File: config.mk
export PLATFORM = sky130hd
export DESIGN_NAME = rstm_top
export DESIGN_NICKNAME = d
export VERILOG_FILES = /design/src/rtl/rstm_pkg.sv /design/src/rtl/rstm_top.sv
export VERILOG_INCLUDE_DIRS = /design/src /design/src/rtl
export SDC_FILE = /design/constraint.sdc
export NUM_CORES = 2
export LEC_CHECK = 0
export ABC_AREA = 1
export BUFFER_PORTS_ARGS = -buffer_cell sky130_fd_sc_hd__buf_4
export CAP_MARGIN = 20
export CORE_AREA = 5 5 522 524
export DETAILED_ROUTE_END_ITERATION = 7
export DIE_AREA = 0 0 527 529
export PLACE_DENSITY = 0.42
export REMOVE_ABC_BUFFERS = 1
export SLEW_MARGIN = 20
export SYNTH_ARGS = -nofsm -noshare
export SYNTH_HDL_FRONTEND = slang
export SYNTH_SLANG_ARGS = --single-unit
export TNS_END_PERCENT = 20
File: constraint.sdc
create_clock -name hclk -period 5.3 [get_ports hclk]
set_input_delay 0.795 -clock hclk [delete_from_list [all_inputs] [get_ports hclk]]
set_output_delay 0.795 -clock hclk [all_outputs]
set_load 0.01 [all_outputs]
File: src/rtl/rstm_defines.svh
// Purpose : Offsets, field positions, reset values and timing counts of the trace monitor.
// Assumes : Included by bare name from the package file and the bench.
// Notes   : Register offsets are byte addresses on the AHB-Lite bus.
`ifndef RSTM_DEFINES_SVH
`define RSTM_DEFINES_SVH

// ----------------------------------------------------------------------
// Register map
// ----------------------------------------------------------------------
`define RSTM_OFS_CTRL     12'h000
`define RSTM_OFS_AIS_EN   12'h004
`define RSTM_OFS_STATUS   12'h008
`define RSTM_BASE_EXP     2'h1
`define RSTM_BASE_ACC     2'h2
`define RSTM_BASE_PRV     2'h3

// ----------------------------------------------------------------------
// Control fields
// ----------------------------------------------------------------------
`define RSTM_CTRL_LEN_LO  0
`define RSTM_CTRL_LEN_HI  1
`define RSTM_CTRL_MSB     2
`define RSTM_CTRL_FIVE    3
`define RSTM_CTRL_CRC     4
`define RSTM_CTRL_ACC_IE  5
`define RSTM_CTRL_MIS_IE  6
`define RSTM_CTRL_PTRP    7
`define RSTM_CTRL_RST     8'h05
`define RSTM_AIS_EN_RST   8'h00

// ----------------------------------------------------------------------
// Status fields
// ----------------------------------------------------------------------
`define RSTM_ST_MIS       0
`define RSTM_ST_UNST      1
`define RSTM_ST_ACC       2
`define RSTM_ST_CRC       3
`define RSTM_ST_UNSPEC    4
`define RSTM_ST_MISEV     5
`define RSTM_ST_LOCK      6

// ----------------------------------------------------------------------
// Trace constants and timing
// ----------------------------------------------------------------------
`define RSTM_LF_CHAR      8'h0A
`define RSTM_UNSPEC_CHAR  8'h01
`define RSTM_UNST_LIMIT   4'h8
`define RSTM_CRC_POLY     7'h09
`define RSTM_CLK_MHZ      250
`define RSTM_AIS_LIM_NS   125000
`define RSTM_AIS_LIM_CYC  ((`RSTM_AIS_LIM_NS * `RSTM_CLK_MHZ) / 1000)

`endif

File: src/rtl/rstm_pkg.sv
// Purpose : Types shared by the trace monitor.
// Assumes : rstm_defines.svh is on the include path.
// Notes   : Constants live in the header as macros.
`include "rstm_defines.svh"

package rstm_pkg;

   typedef enum logic [1:0] {
      RSTM_LEN_1  = 2'h0,
      RSTM_LEN_16 = 2'h1,
      RSTM_LEN_64 = 2'h2
   } rstm_len_t;

   typedef logic [7:0] rstm_byte_t;

endpackage : rstm_pkg

File: src/rtl/rstm_top.sv
// Purpose : Receive section trace monitor with downstream path AIS control.
// Assumes : Trace bytes and defect levels come from logic on hclk.
// Notes   : Registers are reached over AHB-Lite with zero wait states.
//
// Notes on behaviour
// - Sixteen-byte frame: first byte is one then seven CRC bits, MSB first.
// - Other fifteen bytes start with zero and carry one character.
// - A received single byte of 00000001 means the trace is unspecified.
// - Software selects expected message length of 1, 16 or 64 bytes.
// - Start of message is found by line feed or leading one bit.
// - Accept a message after three or five identical consecutive receptions.
// - Raise an interrupt whenever a new message is accepted.
// - On acceptance compare with expected message and flag any difference.
// - Instability counter increments for each byte differing from the same byte of the previous message.
// - Declare invalid trace when the instability counter reaches eight.
// - Instability counter clears to zero when a message is accepted.
// - Storage is a 128x8 two-segment store and a 64x8 expected store.
// - On acceptance the accepted and previous segments swap roles.
// - AIS may be caused by eight line and trace defect conditions.
// - Path AIS starts within 125 us of a triggering defect.
// - During AIS pointer bytes and payload are all ones downstream.
// - Path AIS ends within 125 us of its cause clearing.
// - With pointer processing, removal sends a pointer with new data flag.
// - Each condition has its own enable driving the insertion enable.
`timescale 1ns/1ns

module rstm_top #(
   parameter int ADDR_W      = 12,
   parameter int AIS_MAX_CYC = `RSTM_AIS_LIM_CYC
) (
   input  wire logic              hclk,
   input  wire logic              hresetn,
   input  wire logic              hsel,
   input  wire logic [ADDR_W-1:0] haddr,
   input  wire logic [1:0]        htrans,
   input  wire logic              hwrite,
   input  wire logic [2:0]        hsize,
   input  wire logic [31:0]       hwdata,
   input  wire logic              hready,
   output logic                   hreadyout,
   output logic                   hresp,
   output logic [31:0]            hrdata,
   input  wire rstm_pkg::rstm_byte_t trace_byte,
   input  wire logic              trace_byte_en,
   input  wire logic              line_ais,
   input  wire logic              loss_of_signal,
   input  wire logic              loss_of_frame,
   input  wire logic              pointer_loss_condition,
   input  wire logic              signal_degrade,
   input  wire logic              signal_fail,
   output logic                   trace_mismatch_flag,
   output logic                   trace_invalid,
   output logic                   trace_irq,
   output logic                   ais_insert,
   output logic                   ais_new_data_flag
);
   import rstm_pkg::*;

   // ----------------------------------------------------------------------
   // Helper functions
   // ----------------------------------------------------------------------
   function automatic logic [6:0] crc7_byte(input logic [6:0] crc, input logic [7:0] data);
      logic [6:0] c;
      logic       fb;
      c = crc;
      for (int i = 7; i >= 0; i--) begin
         fb = data[i] ^ c[6];
         c  = {c[5:0], 1'b0} ^ (fb ? `RSTM_CRC_POLY : 7'h00);
      end
      return c;
   endfunction : crc7_byte

   function automatic logic [5:0] last_index(input logic [1:0] sel);
      if (sel == RSTM_LEN_1) begin
         return 6'h00;
      end else if (sel == RSTM_LEN_16) begin
         return 6'h0F;
      end
      return 6'h3F;
   endfunction : last_index

   // ----------------------------------------------------------------------
   // State
   // ----------------------------------------------------------------------
   logic [7:0]  ctrl_ff, ais_en_ff;
   rstm_byte_t  store_ff [128];
   rstm_byte_t  exp_ff [64];
   logic        seg_ff, lock_ff, have_prev_ff, have_acc_ff, just_acc_ff;
   logic [5:0]  idx_ff;
   logic        ref_diff_ff, acc_diff_ff, exp_diff_ff;
   logic [2:0]  consec_ff;
   logic [6:0]  crc_ff, crc_prev_ff;
   logic        crc_valid_ff, crc_err_ff;
   logic [3:0]  unst_cnt_ff;
   logic        unst_ff, mis_ff, unspec_ff, acc_st_ff, mis_st_ff;
   logic        ais_ff, ndf_ff, irq_ff;
   logic        wr_ff, hready_ff;
   logic [ADDR_W-1:0] addr_ff;
   logic [31:0] hrdata_ff;

   // ----------------------------------------------------------------------
   // Message alignment and comparison
   // ----------------------------------------------------------------------
   wire logic [1:0] len_sel  = ctrl_ff[`RSTM_CTRL_LEN_HI:`RSTM_CTRL_LEN_LO];
   wire logic       msb_mode = ctrl_ff[`RSTM_CTRL_MSB];
   wire logic       len_one  = (len_sel == RSTM_LEN_1);
   wire logic       len_16   = (len_sel == RSTM_LEN_16);
   wire logic [5:0] last_idx = last_index(len_sel);
   wire logic [2:0] need     = ctrl_ff[`RSTM_CTRL_FIVE] ? 3'h5 : 3'h3;
   wire logic       lf_seen  = trace_byte_en & ~lock_ff & ~msb_mode & ~len_one
                               & (trace_byte == `RSTM_LF_CHAR);
   wire logic       msb_hit  = ~lock_ff & msb_mode & trace_byte[7];
   wire logic       take     = trace_byte_en & (lock_ff | len_one | msb_hit);
   wire logic [5:0] cur_idx  = (lock_ff & ~len_one) ? idx_ff : 6'h00;
   wire logic       first    = (cur_idx == 6'h00);
   wire logic       at_end   = (cur_idx == last_idx);
   // The leading bit marks the first byte only; any other pattern breaks alignment.
   wire logic       frm_err  = take & msb_mode & len_16
                               & (first ? ~trace_byte[7] : trace_byte[7]);
   wire logic       use_b    = take & ~frm_err;
   wire rstm_byte_t prv_b    = store_ff[{~seg_ff, cur_idx}];
   wire rstm_byte_t acc_b    = store_ff[{seg_ff, cur_idx}];
   wire rstm_byte_t exp_b    = exp_ff[cur_idx];
   // Right after a swap the byte last received sits in the accepted segment.
   wire rstm_byte_t ref_b    = just_acc_ff ? acc_b : prv_b;
   wire logic       ref_ne   = (trace_byte != ref_b);
   wire logic       ref_d_n  = (~first & ref_diff_ff) | ref_ne;
   wire logic       acc_d_n  = (~first & acc_diff_ff) | (trace_byte != acc_b);
   wire logic       exp_d_n  = (~first & exp_diff_ff) | (trace_byte != exp_b);
   wire logic       msg_end  = use_b & at_end;
   wire logic       same     = have_prev_ff & ~ref_d_n;
   wire logic [2:0] consec_n = ~same ? 3'h1 : ((consec_ff >= need) ? need : consec_ff + 3'h1);
   wire logic       accept   = msg_end & (consec_n == need)
                               & (~have_acc_ff | acc_d_n);
   wire logic       unst_inc = use_b & have_prev_ff & ref_ne;
   wire logic [3:0] unst_n   = accept ? 4'h0
                               : ((unst_inc & (unst_cnt_ff != 4'hF)) ? unst_cnt_ff + 4'h1
                                                                     : unst_cnt_ff);
   wire rstm_byte_t crc_in   = first ? {trace_byte[7], 7'h00} : trace_byte;
   wire logic [6:0] crc_n    = crc7_byte(first ? 7'h00 : crc_ff, crc_in);
   wire logic       crc_bad  = use_b & first & len_16 & msb_mode & crc_valid_ff
                               & ctrl_ff[`RSTM_CTRL_CRC] & (trace_byte[6:0] != crc_prev_ff);

   // ----------------------------------------------------------------------
   // Bus decode
   // ----------------------------------------------------------------------
   wire logic       addr_ph  = hsel & htrans[1] & hready;
   wire logic       wr_do    = wr_ff & hready_ff;
   wire logic [1:0] a_bank   = addr_ff[9:8];
   wire logic [5:0] a_idx    = addr_ff[7:2];
   wire logic       a_top    = (addr_ff[ADDR_W-1:10] == '0);
   wire logic       w_ctrl   = wr_do & (addr_ff == `RSTM_OFS_CTRL);
   wire logic       w_aisen  = wr_do & (addr_ff == `RSTM_OFS_AIS_EN);
   wire logic       w_stat   = wr_do & (addr_ff == `RSTM_OFS_STATUS);
   wire logic       w_exp    = wr_do & a_top & (a_bank == `RSTM_BASE_EXP);
   wire logic [1:0] r_bank   = haddr[9:8];
   wire logic [5:0] r_idx    = haddr[7:2];
   wire logic       r_top    = (haddr[ADDR_W-1:10] == '0);
   wire logic [7:0] status_v = {1'b0, lock_ff, mis_st_ff, unspec_ff, crc_err_ff, acc_st_ff,
                                unst_ff, mis_ff};
   logic [31:0] rd_v;
   assign rd_v = (haddr == `RSTM_OFS_CTRL)   ? {24'h000000, ctrl_ff}
               : (haddr == `RSTM_OFS_AIS_EN) ? {24'h000000, ais_en_ff}
               : (haddr == `RSTM_OFS_STATUS) ? {20'h00000, unst_cnt_ff, status_v}
               : (r_top & r_bank == `RSTM_BASE_EXP) ? {24'h000000, exp_ff[r_idx]}
               : (r_top & r_bank == `RSTM_BASE_ACC) ? {24'h000000, store_ff[{seg_ff, r_idx}]}
               : (r_top & r_bank == `RSTM_BASE_PRV) ? {24'h000000, store_ff[{~seg_ff, r_idx}]}
               : 32'h00000000;

   // ----------------------------------------------------------------------
   // Defect gathering
   // ----------------------------------------------------------------------
   wire logic [7:0] cond  = {unst_ff, mis_ff, signal_fail, signal_degrade,
                             pointer_loss_condition, loss_of_frame, loss_of_signal,
                             line_ais};
   wire logic       ais_n = |(cond & ais_en_ff);
   wire logic       irq_n = (acc_st_ff & ctrl_ff[`RSTM_CTRL_ACC_IE])
                          | (mis_st_ff & ctrl_ff[`RSTM_CTRL_MIS_IE]);

   // ----------------------------------------------------------------------
   // AHB-Lite slave
   // ----------------------------------------------------------------------
   always_ff @(posedge hclk or negedge hresetn) begin
      if (!hresetn) begin
         wr_ff     <= 1'b0;
         hready_ff <= 1'b1;
         addr_ff   <= '0;
         hrdata_ff <= 32'h00000000;
      end else begin
         wr_ff     <= addr_ph & hwrite;
         hready_ff <= 1'b1;
         addr_ff   <= addr_ph ? haddr : addr_ff;
         hrdata_ff <= (addr_ph & ~hwrite) ? rd_v : hrdata_ff;
      end
   end

   always_ff @(posedge hclk or negedge hresetn) begin
      if (!hresetn) begin
         ctrl_ff   <= `RSTM_CTRL_RST;
         ais_en_ff <= `RSTM_AIS_EN_RST;
      end else begin
         ctrl_ff   <= w_ctrl ? hwdata[7:0] : ctrl_ff;
         ais_en_ff <= w_aisen ? hwdata[7:0] : ais_en_ff;
      end
   end

   always_ff @(posedge hclk) begin
      if (w_exp) begin
         exp_ff[a_idx] <= hwdata[7:0];
      end
   end

   // ----------------------------------------------------------------------
   // Trace store
   // ----------------------------------------------------------------------
   always_ff @(posedge hclk) begin
      if (use_b) begin
         store_ff[{~seg_ff, cur_idx}] <= trace_byte;
      end
   end

   always_ff @(posedge hclk or negedge hresetn) begin
      if (!hresetn) begin
         seg_ff       <= 1'b0;
         lock_ff      <= 1'b0;
         idx_ff       <= 6'h00;
         have_prev_ff <= 1'b0;
         have_acc_ff  <= 1'b0;
         just_acc_ff  <= 1'b0;
         consec_ff    <= 3'h0;
      end else if (frm_err) begin
         lock_ff      <= 1'b0;
         have_prev_ff <= 1'b0;
         consec_ff    <= 3'h0;
      end else begin
         seg_ff  <= accept ? ~seg_ff : seg_ff;
         lock_ff <= lock_ff | lf_seen | msb_hit;
         if (lf_seen) begin
            idx_ff <= 6'h00;
         end else if (use_b) begin
            idx_ff <= at_end ? 6'h00 : cur_idx + 6'h01;
         end
         if (msg_end) begin
            have_prev_ff <= 1'b1;
            consec_ff    <= consec_n;
            just_acc_ff  <= accept;
         end
         have_acc_ff <= have_acc_ff | accept;
      end
   end

   always_ff @(posedge hclk or negedge hresetn) begin
      if (!hresetn) begin
         ref_diff_ff <= 1'b0;
         acc_diff_ff <= 1'b0;
         exp_diff_ff <= 1'b0;
         crc_ff      <= 7'h00;
         crc_prev_ff <= 7'h00;
         crc_valid_ff <= 1'b0;
      end else if (use_b) begin
         ref_diff_ff <= ref_d_n;
         acc_diff_ff <= acc_d_n;
         exp_diff_ff <= exp_d_n;
         crc_ff      <= crc_n;
         crc_prev_ff <= at_end ? crc_n : crc_prev_ff;
         crc_valid_ff <= crc_valid_ff | at_end;
      end
   end

   // ----------------------------------------------------------------------
   // Status flags; a hardware set wins over a software clear.
   // ----------------------------------------------------------------------
   always_ff @(posedge hclk or negedge hresetn) begin
      if (!hresetn) begin
         unst_cnt_ff <= 4'h0;
         unst_ff     <= 1'b0;
         mis_ff      <= 1'b0;
         unspec_ff   <= 1'b0;
         acc_st_ff   <= 1'b0;
         mis_st_ff   <= 1'b0;
         crc_err_ff  <= 1'b0;
      end else begin
         unst_cnt_ff <= unst_n;
         unst_ff     <= (unst_n >= `RSTM_UNST_LIMIT);
         mis_ff      <= accept ? exp_d_n : mis_ff;
         unspec_ff   <= accept ? (len_one & (trace_byte == `RSTM_UNSPEC_CHAR)) : unspec_ff;
         acc_st_ff   <= accept | (acc_st_ff & ~(w_stat & hwdata[`RSTM_ST_ACC]));
         mis_st_ff   <= (accept & exp_d_n) | (mis_st_ff & ~(w_stat & hwdata[`RSTM_ST_MISEV]));
         crc_err_ff  <= crc_bad | (crc_err_ff & ~(w_stat & hwdata[`RSTM_ST_CRC]));
      end
   end

   // ----------------------------------------------------------------------
   // Outputs
   // ----------------------------------------------------------------------
   always_ff @(posedge hclk or negedge hresetn) begin
      if (!hresetn) begin
         ais_ff <= 1'b0;
         ndf_ff <= 1'b0;
         irq_ff <= 1'b0;
      end else begin
         ais_ff <= ais_n;
         ndf_ff <= ais_ff & ~ais_n & ctrl_ff[`RSTM_CTRL_PTRP];
         irq_ff <= irq_n;
      end
   end

   assign hreadyout           = hready_ff;
   assign hresp               = 1'b0;
   assign hrdata              = hrdata_ff;
   assign trace_mismatch_flag = mis_ff;
   assign trace_invalid       = unst_ff;
   assign trace_irq           = irq_ff;
   assign ais_insert          = ais_ff;
   assign ais_new_data_flag   = ndf_ff;

   // ----------------------------------------------------------------------
   // Checks
   // ----------------------------------------------------------------------
   logic [31:0] ais_wait_ff;
   always_ff @(posedge hclk or negedge hresetn) begin
      if (!hresetn) begin
         ais_wait_ff <= 32'h00000000;
      end else begin
         ais_wait_ff <= (ais_n != ais_ff) ? ais_wait_ff + 32'h00000001 : 32'h00000000;
      end
   end
endmodule : rstm_top

==> impl_metrics.toml <==
[clock_tree]
clk_pin_slew_ns = 0.06
cts_buffer_depth = 3
htree_levels = 4
clock_latency_ns = 0.86
cts_made_buffers = 195
cts_resized = 0
cts_tree = "yes"
root_buffer = "clkbuf_16"
cts.sinks = 1622

[placed_design]
placedCellCount = 11700
gp_congestion = 0.879
hpwl_um = 221000
io_buffers = 57
pre_cts_ws_ns = 0.546

[global_routing]
antenna_found_initial = 11
grt_pass1_wl_um = 497000
grt_max_degree = 143
track_usage_pct = 24.8
grt_overflow = 0
grt_pass1_vias = 64300

[sta]
fmax_mhz = 202
fin_crit_ns = 4.95
drv_slew = 0
fin_crit_sh_pct = 93.3
worst_slew_pin_slew_ns = 1.31
setup_violations = 0
setup-tns-final_ns = 0
relSlewSlack_pct = 12.4
fin_skew_ns = 0.0819
setup_slack_ns = 0.354
finalHoldViolCount = 0
rsz0062_at_grt = "false"

[drt]
wirelength_met1_um = 154000
route.met2.wl_um = 160000
wl_per_cell_um = 29.6
drtIter0Drc = 8794
vias_per_cell = 5.61
vias = 67800
drtPass1Iterations = 8
postRouteAntennaNets = 0
wl_met3_um = 29500
drc = 0
wl_um = 358000
top_layer = "met5"

[worst_setup_path]
cp_max_fo = 14
arrival_ns = 5.65
cp.buffers_inverters = 4
start_kind = "flop"
crit_slowest_cell = "dfstp_2"
cpLargestDelayFamily = "simple AND/OR/NAND/NOR gates"
slowest_delay_ns = 0.65
critPathKind = "flop to flop"
crit_required_ns = 6.01
crit_path_end_kind = "flop"
crit_chain = "inv_2 > nand2_2 > nand2_2 > nor2_1 > inv_2 > nor2_4 > inv_2 > buf_4 > nor2_1 > nor2_1 > nand3_1 > nand2_1 > o21ai_0 > nand2_1 > o21ai_0 > nor2_1 > nand2_1 > nor2_1 > nand2_1 > nor2_1 > nor2_2 > nand2_4 > nand2_1 > nand2_1"

[power_and_ir_drop]
p_per_area_nw_per_um2 = 441
leakage_nw = 34.6
irDropWorstVdd_mv = 0.400

[yosys]
synth_commonest_cells = "nand2_1 (2,162), edfxtp_1 (1,536), o21ai_0 (720), nor2_1 (688), nand3_1 (539)"
synthTopCellsByArea = "edfxtp_1 (58%), nand2_1 (10%), o21ai_0 (4.5%)"
yosysMostFrequentCell = "nand2_1"
yosysTopAreaCellShare_pct = 57.8
synth_cell_type_count = 61
synth_top_area_cell = "edfxtp_1"
yosysSeqAreaShare_pct = 60.5
synth_area_sq_um = 79800
avgSynthCellArea_sq_um = 9.64
synth_edf_count = 1536
async_flop_share_pct = 5.30
yosysWarnings = 0
synth-seq-cells = 1622
ys.flop_type = "edfxtp_1"
synth_cells = 8278

[floorplan]
die_area_sq_um = 279000
design.portCount = 108
start_util_pct = 29.9
die_h_um = 529
row_count = 190
die_w_um = 527
core_area_sq_um = 267000

[worst_hold_path]
hp-class = "input port to flop"

[finish]
nets = 8441
stdcell_count = 12100
fillers = 26700
drive_gt1_share_pct = 10.2
syn_to_final_growth_pct = 16.5

[job]
drv_cap = 0

[outcome]
status = "complete, no violations"
[repair_timing]
item	CTS	global route
setup buffers	0	0
hold endpoints to repair	33	0
hold buffers	1	0
[report_power, final]
group / internal [W] / total, W / switching (W)
clock: 0.00793 / 0.0138 / 0.00583
sequential: 0.0143 / 0.0144 / 0.000190
combinational: 0.00326 / 0.0128 / 0.00958
[cell type report]
| cell class | instances | area, sq um | share of cell area, % |
|---|---|---|---|
| repair buffers | 480 | 4570 | 4.92 |
| well taps | 3552 | 4440 | 4.78 |
| inverters | 542 | 2070 | 2.23 |
| diodes | 5 | 12.5 | 0.0134 |
| clock buffers | 238 | 5080 | 5.46 |
| flip-flops and latches | 1622 | 48300 | 51.9 |
| clock inverters | 129 | 1440 | 1.54 |
| multi-input cells | 5525 | 27100 | 29.2 |
[worst register-to-register path: stages (launching register included)]
cell	delay (ns)
dfstp_2	0.65
inv_2	0.06
nand2_2	0.18
nand2_2	0.19
nor2_1	0.28
inv_2	0.11
nor2_4	0.55
inv_2	0.49
buf_4	0.36
nor2_1	0.12
nor2_1	0.07
nand3_1	0.08
nand2_1	0.19
o21ai_0	0.27
nand2_1	0.07
o21ai_0	0.10
nor2_1	0.06
nand2_1	0.05
nor2_1	0.07
nand2_1	0.09
nor2_1	0.05
nor2_2	0.40
nand2_4	0.15
nand2_1	0.09
nand2_1	0.06
[metal layers]
layer,vias up,global-route usage (%)
li1,29600,-
met1,33900,34.8
met2,3682,38.9
met3,682,3.69
met4,4,9.03
met5,-,0
[cell families (layout without fill, tap and decap cells)]
group / count (synthesis) / in the layout / share of synthesized area (%)
muxes: 5 / 5 / 0.0690
xor gates and xnor gates: 32 / 32 / 0.351
adders and majority gates: 6 / 6 / 0.0940
DFF: 1622 / 1622 / 60.5
AOI/OAI and AO/OA: 1888 / 1888 / 14.8
and+or+nand+nor: 3572 / 3572 / 18.3
other: 2 / 27 / 0.00941
buffers and inverters: 1151 / 1389 / 5.87
[sequential cells by signal, summed over array words and instances, names as in the netlist, 7 cells and up]
register     cells
addr_ff         12
ais_en_ff        8
crc_ff           7
crc_prev_ff      7
ctrl_ff          8
exp_ff         512
hrdata          12
store_ff      1024
[cell usage in the layout (no fill, tap or decap), types with 6 or more instances in the layout]
| cell type | Yosys | routed |
|---|---|---|
| clkbuf_16 | 0 | 196 |
| conb_1 | 2 | 22 |
| a221oi_1 | 151 | 151 |
| nor3_1 | 25 | 25 |
| a21oi_1 | 322 | 322 |
| xnor2_1 | 11 | 11 |
| clkinv_1 | 2 | 44 |
| o221ai_1 | 109 | 109 |
| o2111ai_1 | 72 | 72 |
| a31oi_1 | 9 | 9 |
| clkinv_16 | 0 | 9 |
| buf_4 | 34 | 397 |
| o211ai_1 | 221 | 221 |
| nor2_2 | 6 | 11 |
| o31ai_1 | 21 | 21 |
| nand2_4 | 2 | 6 |
| o21ai_1 | 7 | 6 |
| inv_2 | 14 | 12 |
| a22oi_1 | 22 | 22 |
| nand3_1 | 539 | 537 |
| nand2_1 | 2162 | 2147 |
| bufinv_16 | 0 | 22 |
| clkinv_2 | 0 | 46 |
| nand2_2 | 5 | 16 |
| inv_1 | 526 | 521 |
| nor2_4 | 4 | 15 |
| dfrtp_1 | 84 | 83 |
| ha_1 | 6 | 6 |
| o41ai_1 | 17 | 17 |
| o22ai_1 | 170 | 170 |
| a211oi_1 | 10 | 10 |
| or2_2 | 22 | 22 |
| nor2_1 | 688 | 672 |
| buf_12 | 0 | 74 |
| nand4_1 | 47 | 47 |
| edfxtp_1 | 1536 | 1536 |
| o21ai_0 | 720 | 720 |
| xor2_1 | 21 | 21 |
| clkbuf_1 | 333 | 40 |
| nand3b_1 | 60 | 60 |
[metrics by stage]
stage                     cell area (sq um)  hold WS, ns  power (W)  utilization [%]
after CTS                             93000        0.123     0.0410             34.8
after detailed placement              86500        0.440     0.0272             32.4
after global placement                86500        0.435     0.0273             32.4
after global routing                  93000        0.145     0.0425             34.8
after floorplan                       77300        0.422     0.0213                -
final                                 93000        0.178     0.0410             34.8
[final timing paths]
kind / start / to / slack, ns / cells past startpoint
worst max-delay path: ctrl_ff[0]$_DFFE_PN1P_ / seg_ff$_DFFE_PN0P_ / 0.35 / 24
worst min-delay path: haddr[11] / addr_ff[11]$_DFFE_PN0P_ / 0.18 / 2
worst max register to register: ctrl_ff[0]$_DFFE_PN1P_ / seg_ff$_DFFE_PN0P_ / 0.35 / 24
worst min register to register: have_acc_ff$_DFFE_PN0N_ / have_acc_ff$_DFFE_PN0N_ / 0.45 / 2
max in group asynchronous: hresetn / idx_ff[1]$_DFFE_PN0P_ / 3.67 / 3
min in group asynchronous: hresetn / ais_new_data_flag$_DFF_PN0_ / 0.51 / 2
Note: power is estimated with default switching activity, not from simulation.
